[src/port_ctrl_pkg.sv]
// constants and carriers for the receive dma gate and transmit control alias
// assumes a 32-bit classic wishbone slave on mclk
package port_ctrl_pkg;
    localparam logic [7:0]  rx_dma_event_control_off    = 8'h8C;    // receive dma event control
    localparam logic [7:0]  tx_global_control_alias_off = 8'hA0;    // transmit alias of global control
    localparam logic [7:0]  port_global_control_off     = 8'h44;    // full global control
    localparam logic [7:0]  rx_data_status_off          = 8'h80;    // receive data status
    localparam int          gate_bit                    = 0;        // gate position
    localparam int          tx_lo                       = 8;        // transmit field low bit
    localparam int          tx_hi                       = 12;       // transmit field high bit
    localparam int          rx_lo                       = 0;        // receive field low bit
    localparam int          rx_hi                       = 4;        // receive field high bit
    localparam int          tx_fsg_bit                  = 12;       // frame sync generator run
    localparam int          tx_sm_bit                   = 11;       // state machine run
    localparam int          tx_ser_bit                  = 10;       // serializer clear release
    localparam int          tx_hclk_bit                 = 9;        // high freq clock run
    localparam int          tx_bclk_bit                 = 8;        // bit clock run
    localparam logic [31:0] gate_mask                   = 32'h0000_0001; // writable gate bits
    localparam logic [31:0] tx_mask                     = 32'h0000_1F00; // alias writable bits
    localparam logic [31:0] glb_mask                    = 32'h0000_1F1F; // global writable bits
    localparam logic [31:0] reset_value                 = 32'h0000_0000; // all registers reset

    typedef struct packed {
        logic tx_framesync_gen_run;        // bit 12
        logic tx_state_machine_run;        // bit 11
        logic tx_serializer_clear_release; // bit 10
        logic tx_high_freq_clock_run;      // bit 9
        logic tx_bit_clock_run;            // bit 8
    } tx_ctrl_s;

    typedef struct packed {
        logic rx_framesync_gen_run;
        logic rx_state_machine_run;
        logic rx_serializer_clear_release;
        logic rx_high_freq_clock_run;
        logic rx_bit_clock_run;
    } rx_ctrl_s;
endpackage

[src/masked_reg.sv]
// one 32-bit register whose writable bits are picked by a mask
// assumes synchronous reset copy from the top
`timescale 1ns/1ns
`default_nettype none
module masked_reg #(
    parameter logic [31:0] wmask = 32'h0000_0000,   // writable bits
    parameter logic [31:0] rval  = 32'h0000_0000    // reset value
) (
    input  wire logic        clk,   // system clock
    input  wire logic        rst_n, // synchronised reset
    input  wire logic        we,    // write strobe
    input  wire logic [31:0] wmsk,  // byte enable expanded
    input  wire logic [31:0] wdat,  // write data
    output logic      [31:0] q      // stored value
);
    logic [31:0] next_q; // next stored value

    // only masked bits change; reserved bits stay at reset value
    always_comb
    begin
        next_q = q;
        if (we)
        begin
            next_q = (q & ~(wmask & wmsk)) | (wdat & wmask & wmsk);
        end
    end

    // register stage
    always_ff @(posedge clk or negedge rst_n)
    begin
        if (!rst_n)
            q <= rval;
        else
            q <= next_q;
    end
endmodule
`default_nettype wire

[src/rx_dma_gate_and_tx_reset_alias.sv]
// register bank: receive dma request gate and transmit-only global control alias
// assumes classic wishbone master, one clock mclk, receive event pulses from the receive path
// How it works
// - bit 0 set suppresses receive dma requests
// - gate register bits 31..1 read zero
// - reserved bit writes change nothing at all
// - alias write changes only bits 12..8
// - alias read returns whole global control
// - transmit resets change without touching receiver
// - bit 12 runs transmit frame sync generator
// - bit 11 runs transmit state machine
//
// Implementation choice: the Wishbone register port.
`timescale 1ns/1ns
`default_nettype none
module rx_dma_gate_and_tx_reset_alias (
    input  wire logic                    mclk,        // system clock 100 MHz
    input  wire logic                    arst_n,      // async reset, active low
    input  wire logic                    cyc_i,       // wishbone cycle
    input  wire logic                    stb_i,       // wishbone strobe
    input  wire logic                    we_i,        // wishbone write
    input  wire logic [7:0]              adr_i,       // byte address
    input  wire logic [3:0]              sel_i,       // byte enables
    input  wire logic [31:0]             dat_i,       // write data
    output logic      [31:0]             dat_o,       // read data, registered
    output logic                         ack_o,       // acknowledge
    output logic                         err_o,       // unmapped address
    input  wire logic                    rx_data_evt, // receive data ready pulse
    output logic                         rx_dma_req,  // receive dma request to dma controller
    output port_ctrl_pkg::tx_ctrl_s      tx_ctrl,     // transmit run controls
    output port_ctrl_pkg::rx_ctrl_s      rx_ctrl      // receive run controls
);
    logic        rst_meta;     // reset sync stage 1
    logic        rst_n;        // reset sync stage 2
    logic [31:0] gate_q;       // gate register
    logic [31:0] glb_q;        // global control
    logic [31:0] bmask;        // byte enables as bit mask
    logic        req;          // new bus request
    logic        hit_gate;     // gate register address
    logic        hit_alias;    // alias address
    logic        hit_glb;      // global address
    logic        hit_stat;     // status address
    logic        hit_any;      // mapped
    logic        wr_ok;        // write taken this cycle
    logic        stat_clr;     // status write-one-to-clear
    logic        rx_pend;      // receive data status flag
    logic        next_rx_pend; // next status flag
    logic        next_req_o;   // next dma request
    logic [31:0] next_dat;     // next read data
    logic        next_ack;     // next ack
    logic        next_err;     // next err
    logic [31:0] glb_wmask;    // global write mask for this access

    // reset released through two flops
    always_ff @(posedge mclk or negedge arst_n)
    begin
        if (!arst_n)
        begin
            rst_meta <= 1'b0;
            rst_n    <= 1'b0;
        end
        else
        begin
            rst_meta <= 1'b1;
            rst_n    <= rst_meta;
        end
    end

    // decode; ack drops the cycle after it is given
    always_comb
    begin
        bmask     = {{8{sel_i[3]}}, {8{sel_i[2]}}, {8{sel_i[1]}}, {8{sel_i[0]}}};
        req       = cyc_i && stb_i && !ack_o && !err_o;
        hit_gate  = adr_i == port_ctrl_pkg::rx_dma_event_control_off;
        hit_alias = adr_i == port_ctrl_pkg::tx_global_control_alias_off;
        hit_glb   = adr_i == port_ctrl_pkg::port_global_control_off;
        hit_stat  = adr_i == port_ctrl_pkg::rx_data_status_off;
        hit_any   = hit_gate || hit_alias || hit_glb || hit_stat;
        wr_ok     = req && we_i && hit_any;
        stat_clr  = wr_ok && hit_stat && sel_i[0] && dat_i[0];
        // alias only opens transmit bits so receiver state is untouched
        glb_wmask = hit_alias ? (bmask & port_ctrl_pkg::tx_mask) : bmask;
    end

    // gate register: only bit 0 stored, reserved bits ignored and read zero
    masked_reg #(
        .wmask (port_ctrl_pkg::gate_mask),
        .rval  (port_ctrl_pkg::reset_value)
    ) u_gate (
        .clk   (mclk),
        .rst_n (rst_n),
        .we    (wr_ok && hit_gate),
        .wmsk  (bmask),
        .wdat  (dat_i),
        .q     (gate_q)
    );

    // one global control shared by direct and alias paths
    masked_reg #(
        .wmask (port_ctrl_pkg::glb_mask),
        .rval  (port_ctrl_pkg::reset_value)
    ) u_glb (
        .clk   (mclk),
        .rst_n (rst_n),
        .we    (wr_ok && (hit_alias || hit_glb)),
        .wmsk  (glb_wmask),
        .wdat  (dat_i),
        .q     (glb_q)
    );

    // status and request next values; set wins over clear
    always_comb
    begin
        next_rx_pend = rx_pend;
        if (stat_clr)
            next_rx_pend = 1'b0;
        if (rx_data_evt)
            next_rx_pend = 1'b1;
        // request pulse only while gate is clear
        next_req_o = rx_data_evt && !gate_q[port_ctrl_pkg::gate_bit];
    end

    // bus answer next values
    always_comb
    begin
        next_ack = 1'b0;
        next_err = 1'b0;
        next_dat = dat_o;
        if (req)
        begin
            if (!hit_any)
                next_err = 1'b1; // unmapped answers with err
            else
                next_ack = 1'b1;
            if (!we_i)
            begin
                if (hit_gate)
                    next_dat = gate_q;
                else if (hit_alias || hit_glb)
                    next_dat = glb_q;
                else if (hit_stat)
                    next_dat = {31'h0000_0000, rx_pend};
                else
                    next_dat = 32'h0000_0000;
            end
        end
    end

    // register stage for bus and dma side
    always_ff @(posedge mclk or negedge arst_n)
    begin
        if (!arst_n)
        begin
            ack_o      <= 1'b0;
            err_o      <= 1'b0;
            dat_o      <= 32'h0000_0000;
            rx_pend    <= 1'b0;
            rx_dma_req <= 1'b0;
        end
        else if (!rst_n)
        begin
            ack_o      <= 1'b0;
            err_o      <= 1'b0;
            dat_o      <= 32'h0000_0000;
            rx_pend    <= 1'b0;
            rx_dma_req <= 1'b0;
        end
        else
        begin
            ack_o      <= next_ack;
            err_o      <= next_err;
            dat_o      <= next_dat;
            rx_pend    <= next_rx_pend;
            rx_dma_req <= next_req_o;
        end
    end

    // run controls straight from global control flops
    always_comb
    begin
        tx_ctrl.tx_framesync_gen_run        = glb_q[port_ctrl_pkg::tx_fsg_bit];
        tx_ctrl.tx_state_machine_run        = glb_q[port_ctrl_pkg::tx_sm_bit];
        tx_ctrl.tx_serializer_clear_release = glb_q[port_ctrl_pkg::tx_ser_bit];
        tx_ctrl.tx_high_freq_clock_run      = glb_q[port_ctrl_pkg::tx_hclk_bit];
        tx_ctrl.tx_bit_clock_run            = glb_q[port_ctrl_pkg::tx_bclk_bit];
        rx_ctrl                             = glb_q[port_ctrl_pkg::rx_hi:port_ctrl_pkg::rx_lo];
    end
endmodule
`default_nettype wire

[config.mk]
export PLATFORM = sky130hd
export DESIGN_NAME = rx_dma_gate_and_tx_reset_alias
export DESIGN_NICKNAME = d
export VERILOG_FILES = /design/src/port_ctrl_pkg.sv /design/src/masked_reg.sv /design/src/rx_dma_gate_and_tx_reset_alias.sv
export SDC_FILE = /design/constraint.sdc
export NUM_CORES = 1
export LEC_CHECK = 0
export ABC_AREA = 1
export ABC_CLOCK_PERIOD_IN_PS = 800
export BUFFER_PORTS_ARGS = -buffer_cell sky130_fd_sc_hd__buf_4
export CORE_ASPECT_RATIO = 0.5
export CORE_MARGIN = 1
export CORE_UTILIZATION = 43
export CTS_BUF_LIST = sky130_fd_sc_hd__clkbuf_4 sky130_fd_sc_hd__clkbuf_8
export CTS_CLUSTER_SIZE = 40
export DETAILED_ROUTE_END_ITERATION = 8
export PLACE_DENSITY_LB_ADDON = 0.05
export SETUP_SLACK_MARGIN = 0.05
export SYNTH_ARGS = -nofsm -noshare
export SYNTH_HDL_FRONTEND = slang
export SYNTH_SLANG_ARGS = --single-unit
[constraint.sdc]
create_clock -name mclk -period 0.8 [get_ports mclk]
set_input_delay 0.04 -clock mclk [delete_from_list [all_inputs] [get_ports mclk]]
set_output_delay 0.04 -clock mclk [all_outputs]
set_load 0.1 [all_outputs]
# == Yosys cells after proc, flatten, opt, wreduce, memory -nomap -nowiden ==
# Index checks and enable logic that the tools add are counted.
# word_totals
ff_bits,102
in_bits,50
output_inout_bits,45
wordCells,60
# classes
n_eq_ne,7
n_mux,17
n_bitwise,8
reduce_logical,19
# ops
cell,count
2-to-1 mux 32 bit,6
bitwise AND 32 bit,2
OR 32 bit,2
bitwise AND 1 x 32 -> 32 bit,1
bitwise AND 13 x 32 -> 32 bit,1
NOT 1 -> 32 bit,1
NOT 13 -> 32 bit,1
equality test 8 bit (second input constant),3
logical AND 1 bit,11
2-to-1 mux 1 bit,11
equality test 8 x 7 -> 1 bit (second input constant),1
logical OR 1 bit,4
zero test 1 bit,3
inequality test 3 x 2 -> 1 bit (second input constant),1
inequality test 2 x 1 -> 1 bit (second input constant),1
inequality test 2 bit (second input constant),1
AND reduction 2 bit,1

# == Depth between registers and ports, before layout ==
# Gate-level depths: netlist (run 1).
# depth
ltp_word,11
depth_mapped,9
depth_no_buf,9

# == Cells and area by module ==
# From an unflattened synthesis (run 1), not the netlist that was laid out.
# unflattened
hier_cells,427
area_unflattened_um2,2979.1
# by_module_without_submodules
module,n_inst,cells_each,area_each_um2,seq_area_each_um2
rx_dma_gate_and_tx_reset_alias,1,315,2097.0,950.9
masked_reg (u_glb),1,75,604.3,250.2
masked_reg (u_gate),1,37,277.8,25.0

# == Least setup slack after synthesis (run 1) ==
# OpenSTA, ideal clock, no wires.
# synth_path
kind,register -> register
startpoint,register err_o
endpoint,register dat_o[0]
setup_ns,0.113
arrival_ns,1.677
t_required_ns,0.687
setup_slack_ns,-0.990
path_stages_with_launch,8
path_buffers,1
synth_period_minus_slack_ns,1.790
path_cell_list,dfrtp_1 -> inv_1 -> nand2_1 -> nor3_4 -> buf_4 -> o21a_1 -> nand2_1 -> inv_1
# synth_via
elab_chain_len,4
# synth_rtl
element,line,source
start: declaration,rx_dma_gate_and_tx_reset_alias.sv:27,"output logic err_o,"
start signal: assignment,rx_dma_gate_and_tx_reset_alias.sv:171,err_o <= next_err;
zero test 1 bit,rx_dma_gate_and_tx_reset_alias.sv:73,req = cyc_i && stb_i && !ack_o && !err_o;
logical AND 1 bit,rx_dma_gate_and_tx_reset_alias.sv:73,
inequality test 2 x 1 -> 1 bit (no source line),-,
AND reduction 2 bit (no source line),-,
end signal: assignment,rx_dma_gate_and_tx_reset_alias.sv:172,dat_o <= next_dat;
end: declaration,rx_dma_gate_and_tx_reset_alias.sv:25,"output logic [31:0] dat_o,"
# No other way between the ends.
# A chain may end at the register's enable or synchronous reset.

# == Worst setup path in the final report (run 1) ==
# Same ends and word-level chain as after synthesis.

==> flow_summary.yaml, run 1 <==
clock_tree:
  cts_buffers: 3
  ctsHtreeMaxLevel: 1
  cts_tree: "yes"
  clock_latency_ns: 0.27
  clock_sinks: 27
  clockRootBuffer: "clkbuf_8"
  cts_max_path_buffers: 2
  cts.clk_slew.worst_paths_ns: 0.10
synthesis:
  yosysWarnings: 0
  synth_top_area_share_pct: 46.23
  yosysTopAreaCell: "dfrtp_1"
  yosys-top-cells-area: "dfrtp_1 46%, buf_4 12%, nand2_1 9.5%"
  ys_types: 27
  ys_seq_area_share_pct: 46.23
  avgSynthCellArea_um2: 8.497
  synth_area_um2: 1461
  async_flop_share_pct: 100.0
  synth_cells: 172
  synth_seq_cells: 27
  synth_edf_count: 0
  synth_top_flop_cell: "dfrtp_1"
placed_design:
  dp_hpwl_um: 2291
  pre_cts_slack_ns: -0.4349
  numPortBuffers: 48
  gp_congestion: 0.8125
  place_area_um2: 1921
final_layout:
  multiInputGateArea_um2: 621.8
  final.fill_count: 205
  drive_gt1_share_pct: 49.01
  finish.instance_area_um2: 2455
  num_antenna_cells: 0
  post-route-util_pct: 78.73
  final_cell_mix: "48 x buf_4, 33 x nand2_1, 23 x conb_1"
  final_nets: 304
  seq_area_um2: 709.4
  layout_commonest_cell: "buf_4"
  area_growth_pct: 67.98
drt:
  wire_per_inst_um: 11.87
  vias: 1346
  drt_iter0_markers: 46
  wirelength_um: 3478
  drc_errors: 11
  firstDrtPassIters: 6
  ant_nets: 0
  vias_per_cell: 4.594
setup_path:
  r2r_slack_ns: -0.49
  endpoint_kind: "flop"
  critical_path.startpoint_type: "flop"
  slowest_delay_ns: 0.51
  path_max_fanout: 4
  critical_path.cell_chain: "inv_4 -> nand2_2 -> nor3_4 -> nand2_1 -> inv_1 -> nand3_1 -> nand2_1 -> inv_1"
  crit_required_ns: 0.97
  cp_data_arrival_time_ns: 1.46
  crit_type: "reg -> reg"
  worst_path_max_delay_cell: "dfrtp_4"
sta:
  finalHoldViolCount: 0
  fin_skew_ns: 0.007154
  fmax_mhz: 777.7
  layout_min_cycle_time_ns: 1.286
  drv_slew: 0
  rsz0062_at_grt: "true"
  setup_slack_ns: -0.4859
  fin_crit_sh_pct: 160.7
  setup_viol: 47
flow_run:
  maxCapViolCount: 0
hold_path:
  hold_class: "in -> reg"
power:
  power.share.combinational_pct: 30.0
  power.share.switching_pct: 37.05
  p_int_mw: 1.973
  p_clk_share_pct: 25.0
  p_per_area_nw_per_um2: 1277
  fin_total_pwr_mw: 3.134
  seqPwrFrac_pct: 45.0
  power.switching_mw: 1.161
  irDropWorstVdd_uv: 961.4
  p_leak_nw: 1.248
status:
  failed_checks: "DRC, setup timing"
  status: "finished with violations"
floorplanning:
  core_region_area_um2: 3118
  ioPinCount: 95
  die_w_um: 84.45
  fp-row-count: 14
  die_h_um: 43.23
  start_util_pct: 46.87
  die-area_um2: 3650
global_route:
  grt_usage_pct: 20.44
  grt_pass1_vias: 1256
  antenna_found_initial: 0
  grt_overflow: 0
  grt_pass1_wl_um: 5658
  grt_max_degree: 25
logic make-up (layout without fill, tap and decap cells):
logic type | Yosys count | count (layout) | share of synthesized area, %
other | 2 | 23 | 0.5139
AOI/OAI and AO/OA | 12 | 12 | 4.537
and+or+nand+nor | 80 | 80 | 29.11
DFF | 27 | 27 | 46.23
buffers and inverters | 51 | 111 | 19.61
critical path: cells and delay by family, from the launching register on:
kind | cells | cell delay, ns
AND/OR/NAND/NOR | 5 | 0.51
buffers and inverters | 3 | 0.19
flip-flops | 1 | 0.51
synthesized netlist by cell type, types with 2 or more instances:
library cell  instances
nor2_1                6
dfrtp_1              27
and2_1                2
nand2_2               2
nor2_2                2
buf_4                23
nand3_1              13
inv_1                22
nand2_1              37
conb_1                2
o21ai_1               9
inv_2                 3
nand4_1              10
metal layers:
layer | GRT usage (%) | wire [µm] | part of all wire, %
met1 | 23.33 | 1392 | 40
met2 | 39.34 | 1865 | 54
met3 | 5.642 | 201 | 5.8
met4 | 3.729 | 19 | 0.55
met5 | 0 | 0 | 0
through the flow:
step	std cells	TNS (ns)	hold WS, ns
finish	293	-13.74	0.005608
global route	293	-15.81	0.007449
floorplan	193	-12.00	-0.2556
CTS	289	-12.55	0.001478
detailed placement	266	-9.141	-0.08746
global placement	266	-8.657	-0.08666
path summary, 6_finish.rpt:
check / start / endpoint / cells past startpoint
setup / recovery: err_o / dat_o[0] / 8
hold / removal: dat_i[8] / flop / 3
setup reg to reg: err_o / dat_o[0] / 8
hold reg to reg: rst_n / async pin / 1
max in group asynchronous: rst_n / async pin / 1
min in group asynchronous: arst_n / dat_o[1] / 2
power groups by stage:
stage          Clock, mW  Sequential, mW  Combinational [mW]
3_5_place_dp           0            1.44               0.849
4_1_cts            0.809            1.41               0.917
5_1_grt            0.848            1.41               0.980
2_1_floorplan          0            1.53               0.650
6_report           0.784            1.41               0.940
3_3_place_gp           0            1.43               0.845
area by class of cell:
type / instances / area share (%)
clock inverters: 1 / 0.3058
clock buffers: 3 / 1.682
well taps: 40 / 2.039
flip-flops and latches: 27 / 28.90
repair buffers: 82 / 37.72
multi-input cells: 115 / 25.33
inverters: 25 / 4.027
timing repair:
item / in CTS / in global routing
endpoints found under the setup margin: 48 / 48
hold buffers: 6 / 1
resized for setup: 47 / 25
setup buffers: 13 / 3
pin swaps: 4 / 1
hold endpoints to repair: 21 / 1
(Power assumes the default switching activity.)
==> run 2, diff against run 1 <==
--- a/config.mk
+++ b/config.mk
@@ -16,6 +16,7 @@
 export DETAILED_ROUTE_END_ITERATION = 8
 export PLACE_DENSITY_LB_ADDON = 0.05
 export SETUP_SLACK_MARGIN = 0.05
+export SKIP_CTS_REPAIR_TIMING = 1
 export SYNTH_ARGS = -nofsm -noshare
 export SYNTH_HDL_FRONTEND = slang
 export SYNTH_SLANG_ARGS = --single-unit
==> run 2 against run 1 <==
  * The run ends with DRC, hold timing, setup timing left
  * Worst setup slack improved by 0.026 ns
  * Core utilization fell by 2.5 points
  * Combinational power fell by 2.9%
  * Sequential power barely moved
  * Routed wire length fell by 6.1%
  * Sequential share of layout area rose by 0.96 points
  * Maximum frequency rose by 2.1%
  * Clock skew rose by 0.0053 ns
  * Power fell by 0.66%
  * Register-to-register slack improved by 0.03 ns
  * Highest routed layer unchanged
  * First-iteration DRC count fell by 13%
  * Die area did not move
==> flow_summary.yaml, run 2 (same netlist as run 1, synthesis figures left out) <==
status:
  status: "finished with violations"
  failed_checks: "DRC, hold timing, setup timing"
setup_path:
  slowest_delay_ns: 0.50
  worst_path_max_delay_cell: "dfrtp_4"
  crit_required_ns: 0.98
  crit_type: "reg -> reg"
  path_max_fanout: 6
  endpoint_kind: "flop"
  critical_path.cell_chain: "inv_4 -> nand2_2 -> nor3_4 -> buf_12 -> clkinvlp_4 -> nand3_1 -> nand2_1"
  critical_path.startpoint_type: "flop"
  cp_data_arrival_time_ns: 1.44
sta:
  drv_slew: 0
  hold_slack_ns: -0.006395
  fmax_mhz: 794.0
  fin_skew_ns: 0.01250
  timing.setup.tns_ns: -12.90
  fin_crit_sh_pct: 157.4
  setup_viol: 47
  finalHoldViolCount: 2
  setup_slack_ns: -0.4595
  rsz0062_at_grt: "true"
  layout_min_cycle_time_ns: 1.260
placed_design:
  numPortBuffers: 48
  dp_hpwl_um: 2291
  place_area_um2: 1921
  gp_congestion: 0.8125
floorplanning:
  die-area_um2: 3650
  die_h_um: 43.23
  core_region_area_um2: 3118
  fp-row-count: 14
  start_util_pct: 46.87
  ioPinCount: 95
  die_w_um: 84.45
power:
  irDropWorstVdd_uv: 965.4
  p_leak_nw: 1.208
  p_per_area_nw_per_um2: 1310
final_layout:
  finish.instance_area_um2: 2376
  multiInputGateArea_um2: 619.3
  seq_area_um2: 709.4
  drive_gt1_share_pct: 48.78
  layout_commonest_cell: "buf_4"
  final.fill_count: 212
  num_antenna_cells: 0
  final_nets: 297
  area_growth_pct: 62.59
  final_cell_mix: "44 x buf_4, 34 x nand2_1, 23 x conb_1"
clock_tree:
  cts_buffers: 3
  clockRootBuffer: "clkbuf_8"
  cts_max_path_buffers: 2
  clock_sinks: 27
  clock_latency_ns: 0.28
  cts.clk_slew.worst_paths_ns: 0.10
  cts_tree: "yes"
  ctsHtreeMaxLevel: 1
drt:
  ant_nets: 0
  vias: 1314
  drc_errors: 11
  vias_per_cell: 4.594
  wirelength_um: 3267
  firstDrtPassIters: 6
  drt_iter0_markers: 40
  wire_per_inst_um: 11.42
global_route:
  grt_overflow: 0
  grt_max_degree: 25
  grt_usage_pct: 17.63
  grt_pass1_wl_um: 4843
  antenna_found_initial: 0
  grt_pass1_vias: 1075
flow_run:
  maxCapViolCount: 0
hold_path:
  hold_class: "in -> reg"
run 2: cell types whose count changed in the layout (fill, tap and decap cells not counted), sizes merged:
cell / change
dlygate4sd3: -4
buf: -4
clkinvlp: +1
run 2: cell type report:
type                    count  area share [%]
repair buffers             74           35.33
inverters                  25           4.265
repair inverters            1          0.3160
clock inverters             1          0.3160
flip-flops and latches     27           29.86
well taps                  40           2.106
multi-input cells         115           26.07
clock buffers               3           1.738
run 2: final timing paths:
check	from	endpoint	slack [ns]	cells past startpoint
max reg2reg	err_o	dat_o[10]	-0.46	7
max in group asynchronous	rst_n	async pin	0.39	1
min	dat_i[9]	flop	-0.006	3
min reg2reg	rst_n	async pin	0.24	1
max	err_o	dat_o[10]	-0.46	7
min in group asynchronous	arst_n	dat_o[3]	0.15	2
run 2: through the flow:
step | total power [mW] | setup WS [ns] | util, % | std cells
global route | 3.225 | -0.5464 | 76.20 | 286
global placement | 2.280 | -0.4102 | 61.60 | 266
detailed placement | 2.284 | -0.4349 | 61.60 | 266
CTS | 3.066 | -0.4490 | 63.16 | 270
floorplan | 2.180 | -0.5441 | - | 193
finish | 3.114 | -0.4595 | 76.20 | 286
run 2: critical path: cells and delay by family, from the launching register on:
kind / cells / cell delay (ns)
flops: 1 / 0.50
simple gates: 4 / 0.33
buf+inv: 3 / 0.34
run 2: power breakdown:
| group | leakage (nW) | switching (mW) | internal, mW |
|---|---|---|---|
| registers | 0.331 | 0.0213 | 1.39 |
| logic | 0.856 | 0.703 | 0.210 |
| clock network | 0.0217 | 0.437 | 0.354 |
run 2: layer usage:
layer	routed length (µm)	share of wire, %	track usage, %
met5	0	0	0
met4	16	0.49	3.051
met3	214	6.6	6.031
met2	1689	52	31.31
met1	1346	41	21.43
